==> config.mk <==
export PLATFORM = sky130hd
export DESIGN_NAME = sabc_dev_flat
export DESIGN_NICKNAME = d
export VERILOG_FILES = /design/src/sabc_pkg.sv /design/src/sabc_if.sv /design/src/sabc_dev.sv /design/src/flat_wrapper.sv
export SDC_FILE = /design/constraint.sdc
export NUM_CORES = 1
export LEC_CHECK = 0
export BUFFER_PORTS_ARGS = -buffer_cell sky130_fd_sc_hd__buf_2
export CORE_UTILIZATION = 56
export CTS_BUF_LIST = sky130_fd_sc_hd__clkbuf_4
export DETAILED_ROUTE_END_ITERATION = 16
export HOLD_SLACK_MARGIN = 0.08
export PLACE_DENSITY = 0.82
export SLEW_MARGIN = 15
export SYNTH_ARGS = -nofsm -noshare
export SYNTH_HDL_FRONTEND = slang
export SYNTH_SLANG_ARGS = --single-unit
==> constraint.sdc <==
create_clock -name i_mclk -period 4.17 [get_ports i_mclk]
set_clock_uncertainty 0.2 [all_clocks]
set_input_delay 1.0425 -clock i_mclk [delete_from_list [all_inputs] [get_ports i_mclk]]
set_output_delay 1.0425 -clock i_mclk [all_outputs]
set_load 0.005 [all_outputs]
==> src/sabc_pkg.sv <==
// What this block does
// - Enable and select active: read or convert
// - Length select low starts full cycle
// - Length select high starts 8-bit cycle
// - Byte read: MSB byte or LSB nibble
// - Format strap is static, never toggled
// - Word format reads all twelve bits
// - LSB byte: nibble high, zeros low
// - Busy rises at start, falls at end
// - Done flags drop, rise at 8/12 bits
// - Starts during conversion are ignored
// - Data drivers off throughout conversion
// - Host sets convert level before enabling
// - Host may finish start with either
// - Host settles length select before read
package sabc_pkg;
   // Converter clock rate and documented conversion times.
   localparam int CLK_MHZ = 25;
   localparam int CONV8_US = 10;
   localparam int CONV12_US = 15;
   // One bit decision per step; step length derived from the 12-bit conversion time.
   localparam int STEP_CYC = (CONV12_US * CLK_MHZ) / 12;
   localparam int STEP_W = 10;
   localparam logic [STEP_W-1:0] STEP_LAST = STEP_W'(STEP_CYC - 1);
   // Host settle time for the length select ahead of chip enable.
   localparam int SETTLE_NS = 150;
   localparam int CLK_NS = 40;
   localparam int SETTLE_CYC = (SETTLE_NS + CLK_NS - 1) / CLK_NS;
   // Result width and bit counts of the two cycle lengths.
   localparam int RES_W = 12;
   localparam logic [3:0] BITS_SHORT = 4'h8;
   localparam logic [3:0] BITS_FULL = 4'hC;
   localparam logic [3:0] ZERO_NIB = 4'h0;
   // Host operation codes.
   localparam logic [1:0] OP_NONE = 2'h0;
   localparam logic [1:0] OP_CONV = 2'h1;
   localparam logic [1:0] OP_READ = 2'h2;
endpackage

==> src/sabc_if.sv <==
// Pins between the converter control and the bus host.
interface sabc_if;
   logic chip_en;
   logic sel_n;
   logic read_convert;
   logic byte_length_select;
   logic conv_busy;
   logic [11:0] data_out;
   logic [11:0] data_oe_n;

   modport dev (
      input chip_en, sel_n, read_convert, byte_length_select,
      output conv_busy, data_out, data_oe_n
   );
   modport host (
      output chip_en, sel_n, read_convert, byte_length_select,
      input conv_busy, data_out, data_oe_n
   );
endinterface

==> src/sabc_dev.sv <==
// Converter end: control logic, approximation sequencer, output drivers.
module sabc_dev (
   // Clock and reset.
   input wire logic i_mclk,
   input wire logic i_rst,
   // Bus pins.
   sabc_if.dev bus,
   // Format strap and analog comparator result.
   input wire logic i_word_format_select,
   input wire logic i_cmp_high,
   // Status toward the user side.
   output logic o_short_cycle_done,
   output logic o_full_cycle_done,
   output logic [11:0] o_result
);
   typedef enum logic [1:0] {SABC_IDLE, SABC_CONV} sabc_state_e;
   sabc_state_e state;
   logic [sabc_pkg::STEP_W-1:0] step_cnt;
   logic [3:0] bit_cnt;
   logic [3:0] bit_goal;
   logic [11:0] trial;
   logic fmt;
   logic [11:0] next_out;
   logic [11:0] next_oe_n;

   // Strap caught once after reset; later changes are not logic input.
   logic fmt_taken;
   always_ff @(posedge i_mclk) begin
      if (i_rst) begin
         fmt_taken <= 1'b0;
         fmt <= 1'b0;
      end else if (!fmt_taken) begin
         fmt_taken <= 1'b1;
         fmt <= i_word_format_select;
      end
   end

   // Chip access decode.
   wire access = bus.chip_en && !bus.sel_n;
   wire start_req = access && !bus.read_convert;
   wire read_req = access && bus.read_convert;
   wire idle = (state == SABC_IDLE);
   wire step_end = (step_cnt == sabc_pkg::STEP_LAST);
   wire [3:0] bit_idx = 4'(11 - bit_cnt);
   wire last_bit = step_end && (bit_cnt + 4'h1 == bit_goal);

   // Approximation sequencer; one bit resolved per step.
   always_ff @(posedge i_mclk) begin
      if (i_rst) begin
         state <= SABC_IDLE;
         step_cnt <= '0;
         bit_cnt <= 4'h0;
         bit_goal <= sabc_pkg::BITS_FULL;
         trial <= 12'h000;
         o_result <= 12'h000;
         bus.conv_busy <= 1'b0;
         o_short_cycle_done <= 1'b1;
         o_full_cycle_done <= 1'b1;
      end else begin
         case (state)
            SABC_IDLE: begin
               if (start_req) begin
                  state <= SABC_CONV;
                  bit_goal <= bus.byte_length_select ? sabc_pkg::BITS_SHORT
                     : sabc_pkg::BITS_FULL;
                  step_cnt <= '0;
                  bit_cnt <= 4'h0;
                  trial <= 12'h000;
                  bus.conv_busy <= 1'b1;
                  o_short_cycle_done <= 1'b0;
                  o_full_cycle_done <= 1'b0;
               end
            end
            SABC_CONV: begin
               step_cnt <= step_end ? '0 : step_cnt + 1'b1;
               if (step_end) begin
                  trial[bit_idx] <= i_cmp_high;
                  bit_cnt <= bit_cnt + 4'h1;
                  if (bit_cnt + 4'h1 == sabc_pkg::BITS_SHORT)
                     o_short_cycle_done <= 1'b1;
               end
               if (last_bit) begin
                  state <= SABC_IDLE;
                  bus.conv_busy <= 1'b0;
                  o_full_cycle_done <= 1'b1;
                  // Held until the next conversion ends.
                  o_result <= {trial[11:1], 1'b0} |
                     (12'h001 << bit_idx) & {12{i_cmp_high}};
               end
            end
            default: state <= SABC_IDLE;
         endcase
      end
   end

   // Output selection; drivers stay off while converting.
   always_comb begin
      next_out = 12'h000;
      next_oe_n = 12'hFFF;
      if (read_req && idle) begin
         if (fmt) begin
            next_out = o_result;
            next_oe_n = 12'h000;
         end else if (!bus.byte_length_select) begin
            next_out = {4'h0, o_result[11:4]};
            next_oe_n = 12'hF00;
         end else begin
            next_out = {4'h0, o_result[3:0], sabc_pkg::ZERO_NIB};
            next_oe_n = 12'hF00;
         end
      end
   end

   always_ff @(posedge i_mclk) begin
      if (i_rst) begin
         bus.data_out <= 12'h000;
         bus.data_oe_n <= 12'hFFF;
      end else begin
         bus.data_out <= next_out;
         bus.data_oe_n <= next_oe_n;
      end
   end
endmodule

==> src/flat_wrapper.sv <==
// flat-port wrapper written by rule: the top's interface ports become plain ports
module sabc_dev_flat 
  (i_mclk, i_rst, i_word_format_select, i_cmp_high, o_short_cycle_done, o_full_cycle_done, o_result, bus_chip_en, bus_sel_n, bus_read_convert, bus_byte_length_select, bus_conv_busy, bus_data_out, bus_data_oe_n);
  sabc_if bus_i ();
  input wire logic i_mclk;
  input wire logic i_rst;
  input wire logic i_word_format_select;
  input wire logic i_cmp_high;
  output logic o_short_cycle_done;
  output logic o_full_cycle_done;
  output logic [11:0] o_result;
  input wire logic [$bits(bus_i.chip_en)-1:0] bus_chip_en;
  input wire logic [$bits(bus_i.sel_n)-1:0] bus_sel_n;
  input wire logic [$bits(bus_i.read_convert)-1:0] bus_read_convert;
  input wire logic [$bits(bus_i.byte_length_select)-1:0] bus_byte_length_select;
  output wire logic [$bits(bus_i.conv_busy)-1:0] bus_conv_busy;
  output wire logic [$bits(bus_i.data_out)-1:0] bus_data_out;
  output wire logic [$bits(bus_i.data_oe_n)-1:0] bus_data_oe_n;
  assign bus_i.chip_en = bus_chip_en;
  assign bus_i.sel_n = bus_sel_n;
  assign bus_i.read_convert = bus_read_convert;
  assign bus_i.byte_length_select = bus_byte_length_select;
  assign bus_conv_busy = bus_i.conv_busy;
  assign bus_data_out = bus_i.data_out;
  assign bus_data_oe_n = bus_i.data_oe_n;
  sabc_dev u_core (.i_mclk(i_mclk), .i_rst(i_rst), .bus(bus_i), .i_word_format_select(i_word_format_select), .i_cmp_high(i_cmp_high), .o_short_cycle_done(o_short_cycle_done), .o_full_cycle_done(o_full_cycle_done), .o_result(o_result));
endmodule
==> results.json, run 1 <==
{
  "min_to": "u_core.trial[9]",
  "grt_pass1_vias": 2132,
  "whs_path_depth": 2,
  "cts-buffers-inserted": 9,
  "place_congestion": 0.8625,
  "rr_endpoint": "u_core.trial[7]",
  "critical_path_class": "reg -> reg",
  "cp-end-kind": "register",
  "grt_max_degree": 30,
  "syn_to_final_growth_pct": 9.747,
  "period_share": 0.6440,
  "vias_per_cell": 5.983,
  "cp_slowest_stage_delay_ns": 0.62,
  "final_common_cell": "dfxtp_1",
  "cp.arrival_ns": 2.72,
  "hpwl_mm": 4.173,
  "period_needed_ns": 2.685,
  "drcViolationCount": 0,
  "drtIter0Drc": 224,
  "cts_buffer_depth": 2,
  "internal-power_uw": 678.2,
  "initial_core_util": 0.5832,
  "ys_ff_latch": 57,
  "timing.fmax_mhz": 372.4,
  "avgSynthCellArea_sq_um": 9.091,
  "yosysTopAreaCell": "dfxtp_1",
  "wl_met3_microns": 392,
  "layout_common_cells": "dfxtp_1 (57), buf_2 (46), a21oi_1 (24)",
  "leakage_nw": 1.201,
  "cts-resized-gates": 0,
  "p_switching_uw": 244.6,
  "n_fill_cell": 404,
  "hp-start": "u_core.trial[9]",
  "cts_setup_buffers": 0,
  "netlist.area_leader.share": 0.4116,
  "ctsHoldBuffers": 0,
  "cp_cell_sequence": "ha_1 -> nor2b_1 -> a41oi_1 -> o211ai_1 -> o31ai_1",
  "setup_tns_ns": 0,
  "die_x_microns": 72.37,
  "finalPower_uw": 922.8,
  "coreArea_sq_um": 4755,
  "critical_path.slowest_cell": "a41oi_1",
  "rows": 25,
  "die_h_microns": 72.37,
  "cts_root_buffer": "clkbuf_4",
  "synth-edff-count": 0,
  "finalHoldViolCount": 0,
  "ys_types": 52,
  "cp_data_required_time_ns": 4.20,
  "die_area_sq_um": 5237,
  "nets": 352,
  "grt_pass1_wl_mm": 9.949,
  "yosys_warnings": 0,
  "routed_wl_mm": 5.847,
  "syn-num-nets": 324,
  "pwr-share-clk": 0.349,
  "rsz0062_at_grt": "false",
  "synth-async-reset-ratio": 0,
  "critPathMaxFanout": 14,
  "first_pass_iters": 4,
  "antenna_left": 0,
  "cts_tree": "yes",
  "sw_frac_of_total": 0.2651,
  "hp-class": "reg -> reg",
  "r2r_setup_slack_ns": 1.48,
  "top_layer": "met4",
  "ctsHtreeMaxLevel": 3,
  "finalNonFillerCells": 405,
  "syn-cell-area_sq_um": 2773,
  "synthTopCellsByArea": "dfxtp_1 (41%), ha_1 (5.0%), o211ai_1 (4.9%), a21oi_1 (4.3%), mux2i_1 (3.6%)",
  "setup_violations": 0,
  "r2r_cells": 5,
  "rr_startpoint": "u_core.step_cnt[1]",
  "num_io_pins": 47,
  "powerDensity_nw_per_um2": 303.3,
  "worstMarginPinSlew_ns": 1.134,
  "track_usage": 0.2471,
  "peakVddDrop_uv": 180.2,
  "p_seq_frac": 0.603,
  "clk_pin_slew_ns": 0.10,
  "run_status": "finished clean",
  "worst_setup_path_start_kind": "register",
  "place_inst": 389,
  "antenna_found_initial": 0,
  "wl_met2_mm": 2.553,
  "wl_per_cell_microns": 14.44,
  "detail_route.wirelength.met1_mm": 2.811,
  "grt-ovfl-total": 0,
  "num_vias": 2423,
  "seq_area_frac_synth": 0.4116,
  "maxCapViolCount": 0,
  "syn_inst": 305,
  "drv_slew": 0,
  "synth-main-ff-cell": "dfxtp_1",
  "cts_sinks": 57,
  "relSlewSlack": 0.2340,
  "io_buffers": 46,
  "clock_latency_ns": 0.39,
  "comb_power_share": 0.049,
  "antenna-diode-count": 0,
  "drive_gt1_frac": 0.2130
}
==> layer usage <==
metal,vias to the layer above,global-route usage
met4,0,0.1220
li1,1200,-
met1,1130,0.3252
met5,-,0
met2,84,0.3863
met3,9,0.05000
==> state kept, by name, indices dropped and copies added, names as in the netlist <==
signal and count:
u_core.bit_cnt 4, u_core.bit_goal 1, u_core.bus.conv_busy 1, u_core.bus.data_oe_n 2, u_core.bus.data_out 12, u_core.fmt 1
u_core.fmt_taken 1, u_core.o_full_cycle_done 1, u_core.o_result 12, u_core.o_short_cycle_done 1, u_core.step_cnt 10, u_core.trial 11
==> cell usage after synthesis (2+ instances only) <==
master,instances
and2_1,2
a31oi_1,5
o31ai_1,9
dfxtp_1,57
nand4_1,3
nand3_1,13
buf_1,2
inv_1,10
mux2i_1,10
nor2_1,20
buf_2,5
nor3b_1,6
buf_4,10
a41oi_1,6
a21oi_1,24
a22o_1,5
and3_1,7
nand2_1,22
ha_1,11
clkbuf_1,13
o21ai_0,3
o211ai_1,18
nor2b_1,3
o41ai_1,8
nand2b_1,3
and4_1,2
nor3_1,3
==> metrics by stage <==
stage	util	worst slack (ns)	hold slack, ns	cell area, sq um
after global routing	0.6400	1.288	0.2840	3043
final	0.6400	1.485	0.2768	3043
after CTS	0.6400	1.541	0.2777	3043
after detailed placement	0.6179	1.350	0.2534	2938
after global placement	0.6179	1.382	0.2581	2938
after floorplan	-	1.863	0.2353	2773
==> cell type report <==
class                   instances  area, sq um  area share
clock buffers                   9        67.56     0.02220
clock inverters                 7        37.54     0.01234
inverters                      12        45.04     0.01480
multi-input cells             206         1430      0.4700
flip-flops and latches         57         1141      0.3750
well taps                      67        83.83     0.02755
repair buffers                 47        237.7     0.07812
==> kinds of logic (layout without fill, tap and decap cells) <==
kind of cell	Yosys count	count (layout)	synth area share
xor+xnor	2	2	0.006319
fa+ha+maj	11	11	0.04964
flops	57	57	0.4116
simple gates	94	94	0.1904
compound gates	87	87	0.2252
buf+inv	42	75	0.07265
mux	12	12	0.04422
==> power by group through the flow <==
stage	Sequential, mW	Clock, mW	Combinational, mW
2_1_floorplan	0.564	0	0.0377
3_3_place_gp	0.569	0	0.0430
3_5_place_dp	0.569	0	0.0442
4_1_cts	0.556	0.328	0.0442
5_1_grt	0.558	0.352	0.0494
6_report	0.556	0.322	0.0448
==> critical path, delay by kind of cell, from the launching register on <==
kind	cells	cell delay, ns
fa+ha+maj	1	0.20
compound gates	3	1.11
flops	1	0.48
simple gates	1	0.53
==> how the worst max path moves through the flow <==
| stage | start | to | slack (ns) |
|---|---|---|---|
| global route | u_core.step_cnt[1] | u_core.trial[7] | 1.29 |
| finish | u_core.step_cnt[1] | u_core.trial[7] | 1.48 |
| floorplan | i_rst | u_core.bus.data_out[0] | 1.86 |
| global placement | bus_read_convert | u_core.trial[11] | 1.38 |
| detailed placement | bus_chip_en | u_core.trial[2] | 1.35 |
| CTS | u_core.step_cnt[1] | u_core.trial[7] | 1.54 |
Note: power is estimated with default switching activity, not from simulation.
==> run 2, diff against run 1 <==
Settings changed: ABC_AREA set to 1, PLACE_DENSITY 0.82 to 0.81.
Clock period 4.17 ns to 2.6 ns, I/O delays scaled along.
==> run 2 against run 1 <==
Worst hold slack worse by 0.042 ns. Count of clock-buffer cells in the layout up 1. Routed wire length up 8.2%. Critical path depth up 4. Maximum frequency up 21%. Setup slack worse by 1.1 ns. Combinational power up 81%. Critical endpoint is now u_core.o_result[0]. Via count up 12%.
==> results.json, run 2 <==
{
  "run_status": "finished clean",
  "cp_cell_sequence": "ha_1 -> ha_1 -> nor2_1 -> nor2_1 -> nand2_1 -> nor2_2 -> nand2_2 -> nand2_1 -> o21ai_0",
  "p_seq_frac": 0.549,
  "die_x_microns": 73.53,
  "cts-buffers-inserted": 9,
  "yosysTopAreaCell": "dfxtp_1",
  "drcViolationCount": 0,
  "initial_core_util": 0.5948,
  "nets": 482,
  "peakVddDrop_uv": 308.8,
  "powerDensity_nw_per_um2": 507.0,
  "hpwl_mm": 4.507,
  "ys_types": 25,
  "avgSynthCellArea_sq_um": 6.758,
  "grt_pass1_wl_mm": 10.77,
  "cp-end-kind": "register",
  "final_common_cell": "nand2_1",
  "clock_latency_ns": 0.41,
  "setup_tns_ns": 0,
  "synthTopCellsByArea": "dfxtp_1 (40%), nand2_1 (13%), nor2_1 (8.1%), inv_1 (7.5%), a21oi_1 (5.2%)",
  "syn_inst": 424,
  "critical_path.slowest_cell": "dfxtp_1",
  "syn-num-nets": 443,
  "drive_gt1_frac": 0.1496,
  "syn-cell-area_sq_um": 2865,
  "ctsHoldBuffers": 0,
  "antenna_found_initial": 0,
  "leakage_nw": 1.503,
  "synth_most_common_cell": "nand2_1",
  "period_share": 0.8512,
  "cts-resized-gates": 0,
  "rsz0062_at_grt": "false",
  "setup_violations": 0,
  "die_area_sq_um": 5407,
  "routed_wl_mm": 6.329,
  "sw_frac_of_total": 0.2575,
  "cts_setup_buffers": 0,
  "finalHoldViolCount": 0,
  "startpoint": "u_core.bit_cnt[0]",
  "grt_max_degree": 31,
  "io_buffers": 46,
  "cp_data_required_time_ns": 2.74,
  "antenna-diode-count": 0,
  "track_usage": 0.2631,
  "rr_startpoint": "u_core.bit_cnt[0]",
  "timing.fmax_mhz": 451.9,
  "first_pass_iters": 6,
  "crit_family": "simple AND/OR/NAND/NOR gates",
  "synth-edff-count": 0,
  "rows": 25,
  "internal-power_mw": 1.202,
  "netlist.area_leader.share": 0.3983,
  "coreArea_sq_um": 4817,
  "die_h_microns": 73.53,
  "place_inst": 519,
  "maxCapViolCount": 0,
  "yosys_warnings": 0,
  "place_congestion": 0.8999,
  "ys_ff_latch": 57,
  "cp.arrival_ns": 2.35,
  "wl_per_cell_microns": 11.83,
  "pwr-share-clk": 0.401,
  "hp-class": "reg -> reg",
  "comb_power_share": 0.050,
  "critical_path_class": "reg -> reg",
  "worst_setup_path_start_kind": "register",
  "grt-ovfl-total": 0,
  "synth_commonest_cells": "nand2_1 (102), nor2_1 (62), dfxtp_1 (57), inv_1 (57)",
  "ctsHtreeMaxLevel": 3,
  "vias_per_cell": 5.069,
  "antenna_left": 0,
  "num_vias": 2712,
  "synth-async-reset-ratio": 0,
  "period_needed_ns": 2.213,
  "clk_pin_slew_ns": 0.11,
  "layout_common_cells": "nand2_1 (102), nor2_1 (62), inv_1 (57), dfxtp_1 (57), buf_2 (46)",
  "finalNonFillerCells": 535,
  "hp-start": "u_core.fmt_taken",
  "largestRegisters": "u_core.bus.data_out (12), u_core.o_result (12), u_core.trial (11)",
  "cts_sinks": 57,
  "cts_buffer_depth": 2,
  "grt_pass1_vias": 2355,
  "hold-worst-slack_ns": 0.2350,
  "num_io_pins": 47,
  "critPathBufInv": 0,
  "p_switching_uw": 417.1,
  "synth-main-ff-cell": "dfxtp_1",
  "critPathMaxFanout": 24,
  "seq_area_frac_synth": 0.3983,
  "worstMarginPinSlew_ns": 0.4193,
  "drtIter0Drc": 192,
  "syn_to_final_growth_pct": 11.48,
  "cts_tree": "yes",
  "cts_root_buffer": "clkbuf_4",
  "cp_slowest_stage_delay_ns": 0.43,
  "relSlewSlack": 0.7195,
  "drv_slew": 0
}
==> run 2: cell types whose count changed in the layout (fill, tap and decap cells not counted), sizes merged, moves of 10 or more <==
cell,delta
nand2,+82
inv,+48
o211ai,-18
o21ai,+18
nor2,+43
nand3,+17
mux2i,-10
==> run 2: path summary, 6_finish.rpt <==
| path | endpoint | slack [ns] | cells past startpoint |
|---|---|---|---|
| worst min-delay path | u_core.fmt | 0.24 | 1 |
| worst max-delay path | u_core.o_result[0] | 0.39 | 9 |
| worst max register to register | u_core.o_result[0] | 0.39 | 9 |
| worst min register to register | u_core.fmt | 0.24 | 1 |
==> run 2: layout make-up <==
type                       count  area, sq um
inverter                      61        229.0
tap                           67        83.83
clock inverter                 6        58.81
multi-input combinational    285         1354
sequential                    57         1141
fill                         465         1623
clock buffer                  10        75.07
timing repair buffer          49        252.7
==> run 2: kinds of logic after synthesis <==
family | after synthesis | share of synthesized area
and+or+nand+nor | 209 | 0.3000
AOI/OAI and AO/OA | 63 | 0.1183
xor gates and xnor gates | 2 | 0.006115
DFF | 57 | 0.3983
adders and majority gates | 11 | 0.04803
buffers and inverters | 82 | 0.1293
==> run 2: power by group through the flow <==
stage | clock network (mW) | registers, mW | logic [mW]
final | 0.649 | 0.890 | 0.0812
after floorplan | 0 | 0.906 | 0.0593
after detailed placement | 0 | 0.909 | 0.0805
after global routing | 0.689 | 0.891 | 0.0929
after global placement | 0 | 0.909 | 0.0790
after CTS | 0.652 | 0.889 | 0.0807
==> run 2: per-layer routing <==
layer,part of all wire,global-route usage,vias up,wire length (microns)
met5,0,0,-,0
met4,0.018,0.1026,0,113
met3,0.072,0.06859,11,457
met2,0.44,0.4190,113,2816
met1,0.46,0.3402,1180,2941
li1,-,-,1408,-
==> run 2: through the flow <==
stage	worst slack, ns	utilization	power [mW]	instance area, sq um
2_1_floorplan	0.6753	-	0.9657	2865
3_3_place_gp	0.5228	0.6353	0.9880	3060
3_5_place_dp	0.4391	0.6353	0.9897	3060
4_1_cts	0.3918	0.6631	1.622	3194
5_1_grt	0.1781	0.6631	1.673	3194
6_report	0.3869	0.6631	1.620	3194
==> run 3, diff against run 2 <==
Settings changed: CELL_PAD_IN_SITES_DETAIL_PLACEMENT set to 2, CELL_PAD_IN_SITES_GLOBAL_PLACEMENT set to 2, CORE_UTILIZATION 56 to 32, PLACE_DENSITY 0.81 to 0.84, SKIP_CTS_REPAIR_TIMING set to 1.
==> run 3 against run 2 <==
Total power decreased by 2.4%. Global-route usage shrank 5.9 points. Highest routed layer unchanged. Register-to-register slack lost 0.20 ns. Utilization down 29 points. Sequential share of layout area down 0.52 points. Maximum frequency shrank 8.3%. Critical path depth rose by 1. Routed wire length is 43% higher. Cell count increased by 7.9%.
==> results.json, run 3 (same netlist as run 2, synthesis figures left out) <==
{
  "crit_family": "simple AND/OR/NAND/NOR gates",
  "critPathBufInv": 0,
  "cts_sinks": 57,
  "critical_path_class": "reg -> reg",
  "critPathMaxFanout": 24,
  "drtIter0Drc": 62,
  "ctsHtreeMaxLevel": 3,
  "antenna_left": 0,
  "clk_pin_slew_ns": 0.12,
  "powerDensity_nw_per_um2": 487.6,
  "die_x_microns": 96.63,
  "cp.arrival_ns": 2.57,
  "hold-worst-slack_ns": 0.2417,
  "num_io_pins": 47,
  "wl_per_cell_microns": 15.71,
  "peakVddDrop_uv": 156.8,
  "hp-start": "u_core.fmt_taken",
  "track_usage": 0.2038,
  "drive_gt1_frac": 0.1535,
  "cp_slowest_stage_delay_ns": 0.40,
  "grt_pass1_vias": 3042,
  "finalPower_mw": 1.581,
  "vias_per_cell": 4.941,
  "run_status": "finished clean",
  "worstMarginPinSlew_ns": 0.4470,
  "setup_tns_ns": 0,
  "period_needed_ns": 2.414,
  "drv_slew": 0,
  "cts-buffers-inserted": 9,
  "nets": 483,
  "rsz0062_at_grt": "false",
  "syn_to_final_growth_pct": 13.14,
  "grt-ovfl-total": 0,
  "place_congestion": 0.8135,
  "antenna_found_initial": 0,
  "maxCapViolCount": 0,
  "startpoint": "u_core.bit_cnt[0]",
  "cp_data_required_time_ns": 2.76,
  "finalHoldViolCount": 0,
  "hp-class": "reg -> reg",
  "rr_startpoint": "u_core.bit_cnt[0]",
  "critical_path.slowest_cell": "dfxtp_1",
  "layout_common_cells": "nand2_1 (102), nor2_1 (62), inv_1 (57), dfxtp_1 (57), buf_2 (46)",
  "die_area_sq_um": 9336,
  "coreArea_sq_um": 8678,
  "num_vias": 2851,
  "worst_setup_path_start_kind": "register",
  "grt_max_degree": 31,
  "rows": 34,
  "largestRegisters": "u_core.bus.data_out (12), u_core.o_result (12), u_core.trial (11)",
  "routed_wl_mm": 9.067,
  "hpwl_mm": 6.690,
  "first_pass_iters": 4,
  "setup_violations": 0,
  "leakage_nw": 1.489,
  "final_common_cell": "nand2_1",
  "cts_root_buffer": "clkbuf_4",
  "cp-end-kind": "register",
  "initial_core_util": 0.3302,
  "die_h_microns": 96.63,
  "cp_cell_sequence": "ha_1 -> ha_1 -> nor2_1 -> nor2_1 -> nand2_1 -> nor2_2 -> nand2_2 -> nand2_1 -> nand2_1 -> nor2_1",
  "antenna-diode-count": 0,
  "period_share": 0.9284,
  "cts_tree": "yes",
  "cts_buffer_depth": 2,
  "clock_latency_ns": 0.42,
  "grt_pass1_wl_mm": 15.26,
  "relSlewSlack": 0.7009,
  "io_buffers": 46,
  "timing.fmax_mhz": 414.3,
  "drcViolationCount": 0
}
run 3: worst register-to-register path, stage by stage, from the launching register on:
cell     delay [ns]
dfxtp_1        0.40
ha_1           0.33
ha_1           0.38
nor2_1         0.05
nor2_1         0.09
nand2_1        0.07
nor2_2         0.16
nand2_2        0.30
nand2_1        0.19
nand2_1        0.09
nor2_1         0.09
run 3: final timing paths:
kind                        endpoint  slack, ns  cells after the start
setup reg to reg  u_core.o_result[2]       0.19                     10
hold reg to reg           u_core.fmt       0.24                      1
setup / recovery  u_core.o_result[2]       0.19                     10
hold / removal            u_core.fmt       0.24                      1
run 3: area by class of cell:
| class | count | area, sq um |
|---|---|---|
| multi-input combinational | 285 | 1354 |
| clock buffer | 9 | 67.56 |
| fill | 1095 | 5436 |
| sequential | 57 | 1141 |
| tap | 108 | 135.1 |
| timing repair buffer | 50 | 260.3 |
| inverter | 61 | 229.0 |
| clock inverter | 7 | 55.05 |
run 3: per-layer routing:
| layer | GRT usage | part of all wire |
|---|---|---|
| met4 | 0.06889 | 0.014 |
| met3 | 0.02818 | 0.028 |
| met2 | 0.3602 | 0.50 |
| met1 | 0.2531 | 0.46 |
| met5 | 0 | 0 |
run 3: through the flow:
| stage | utilization | instances | setup slack (ns) | cell area, sq um |
|---|---|---|---|---|
| after detailed placement | 0.3594 | 561 | 0.2715 | 3119 |
| after floorplan | - | 424 | 0.6753 | 2865 |
| after CTS | 0.3736 | 577 | 0.1618 | 3242 |
| after global routing | 0.3736 | 577 | 0.01585 | 3242 |
| after global placement | 0.3594 | 561 | 0.4239 | 3119 |
| final | 0.3736 | 577 | 0.1862 | 3242 |
run 3: power by group:
part | internal [mW] | leakage, nW | total (mW) | switching [mW]
combinational | 0.0253 | 0.978 | 0.0877 | 0.0624
sequential | 0.882 | 0.461 | 0.890 | 0.00830
clock | 0.199 | 0.0508 | 0.603 | 0.404
total | 1.11 | 1.49 | 1.58 | 0.475
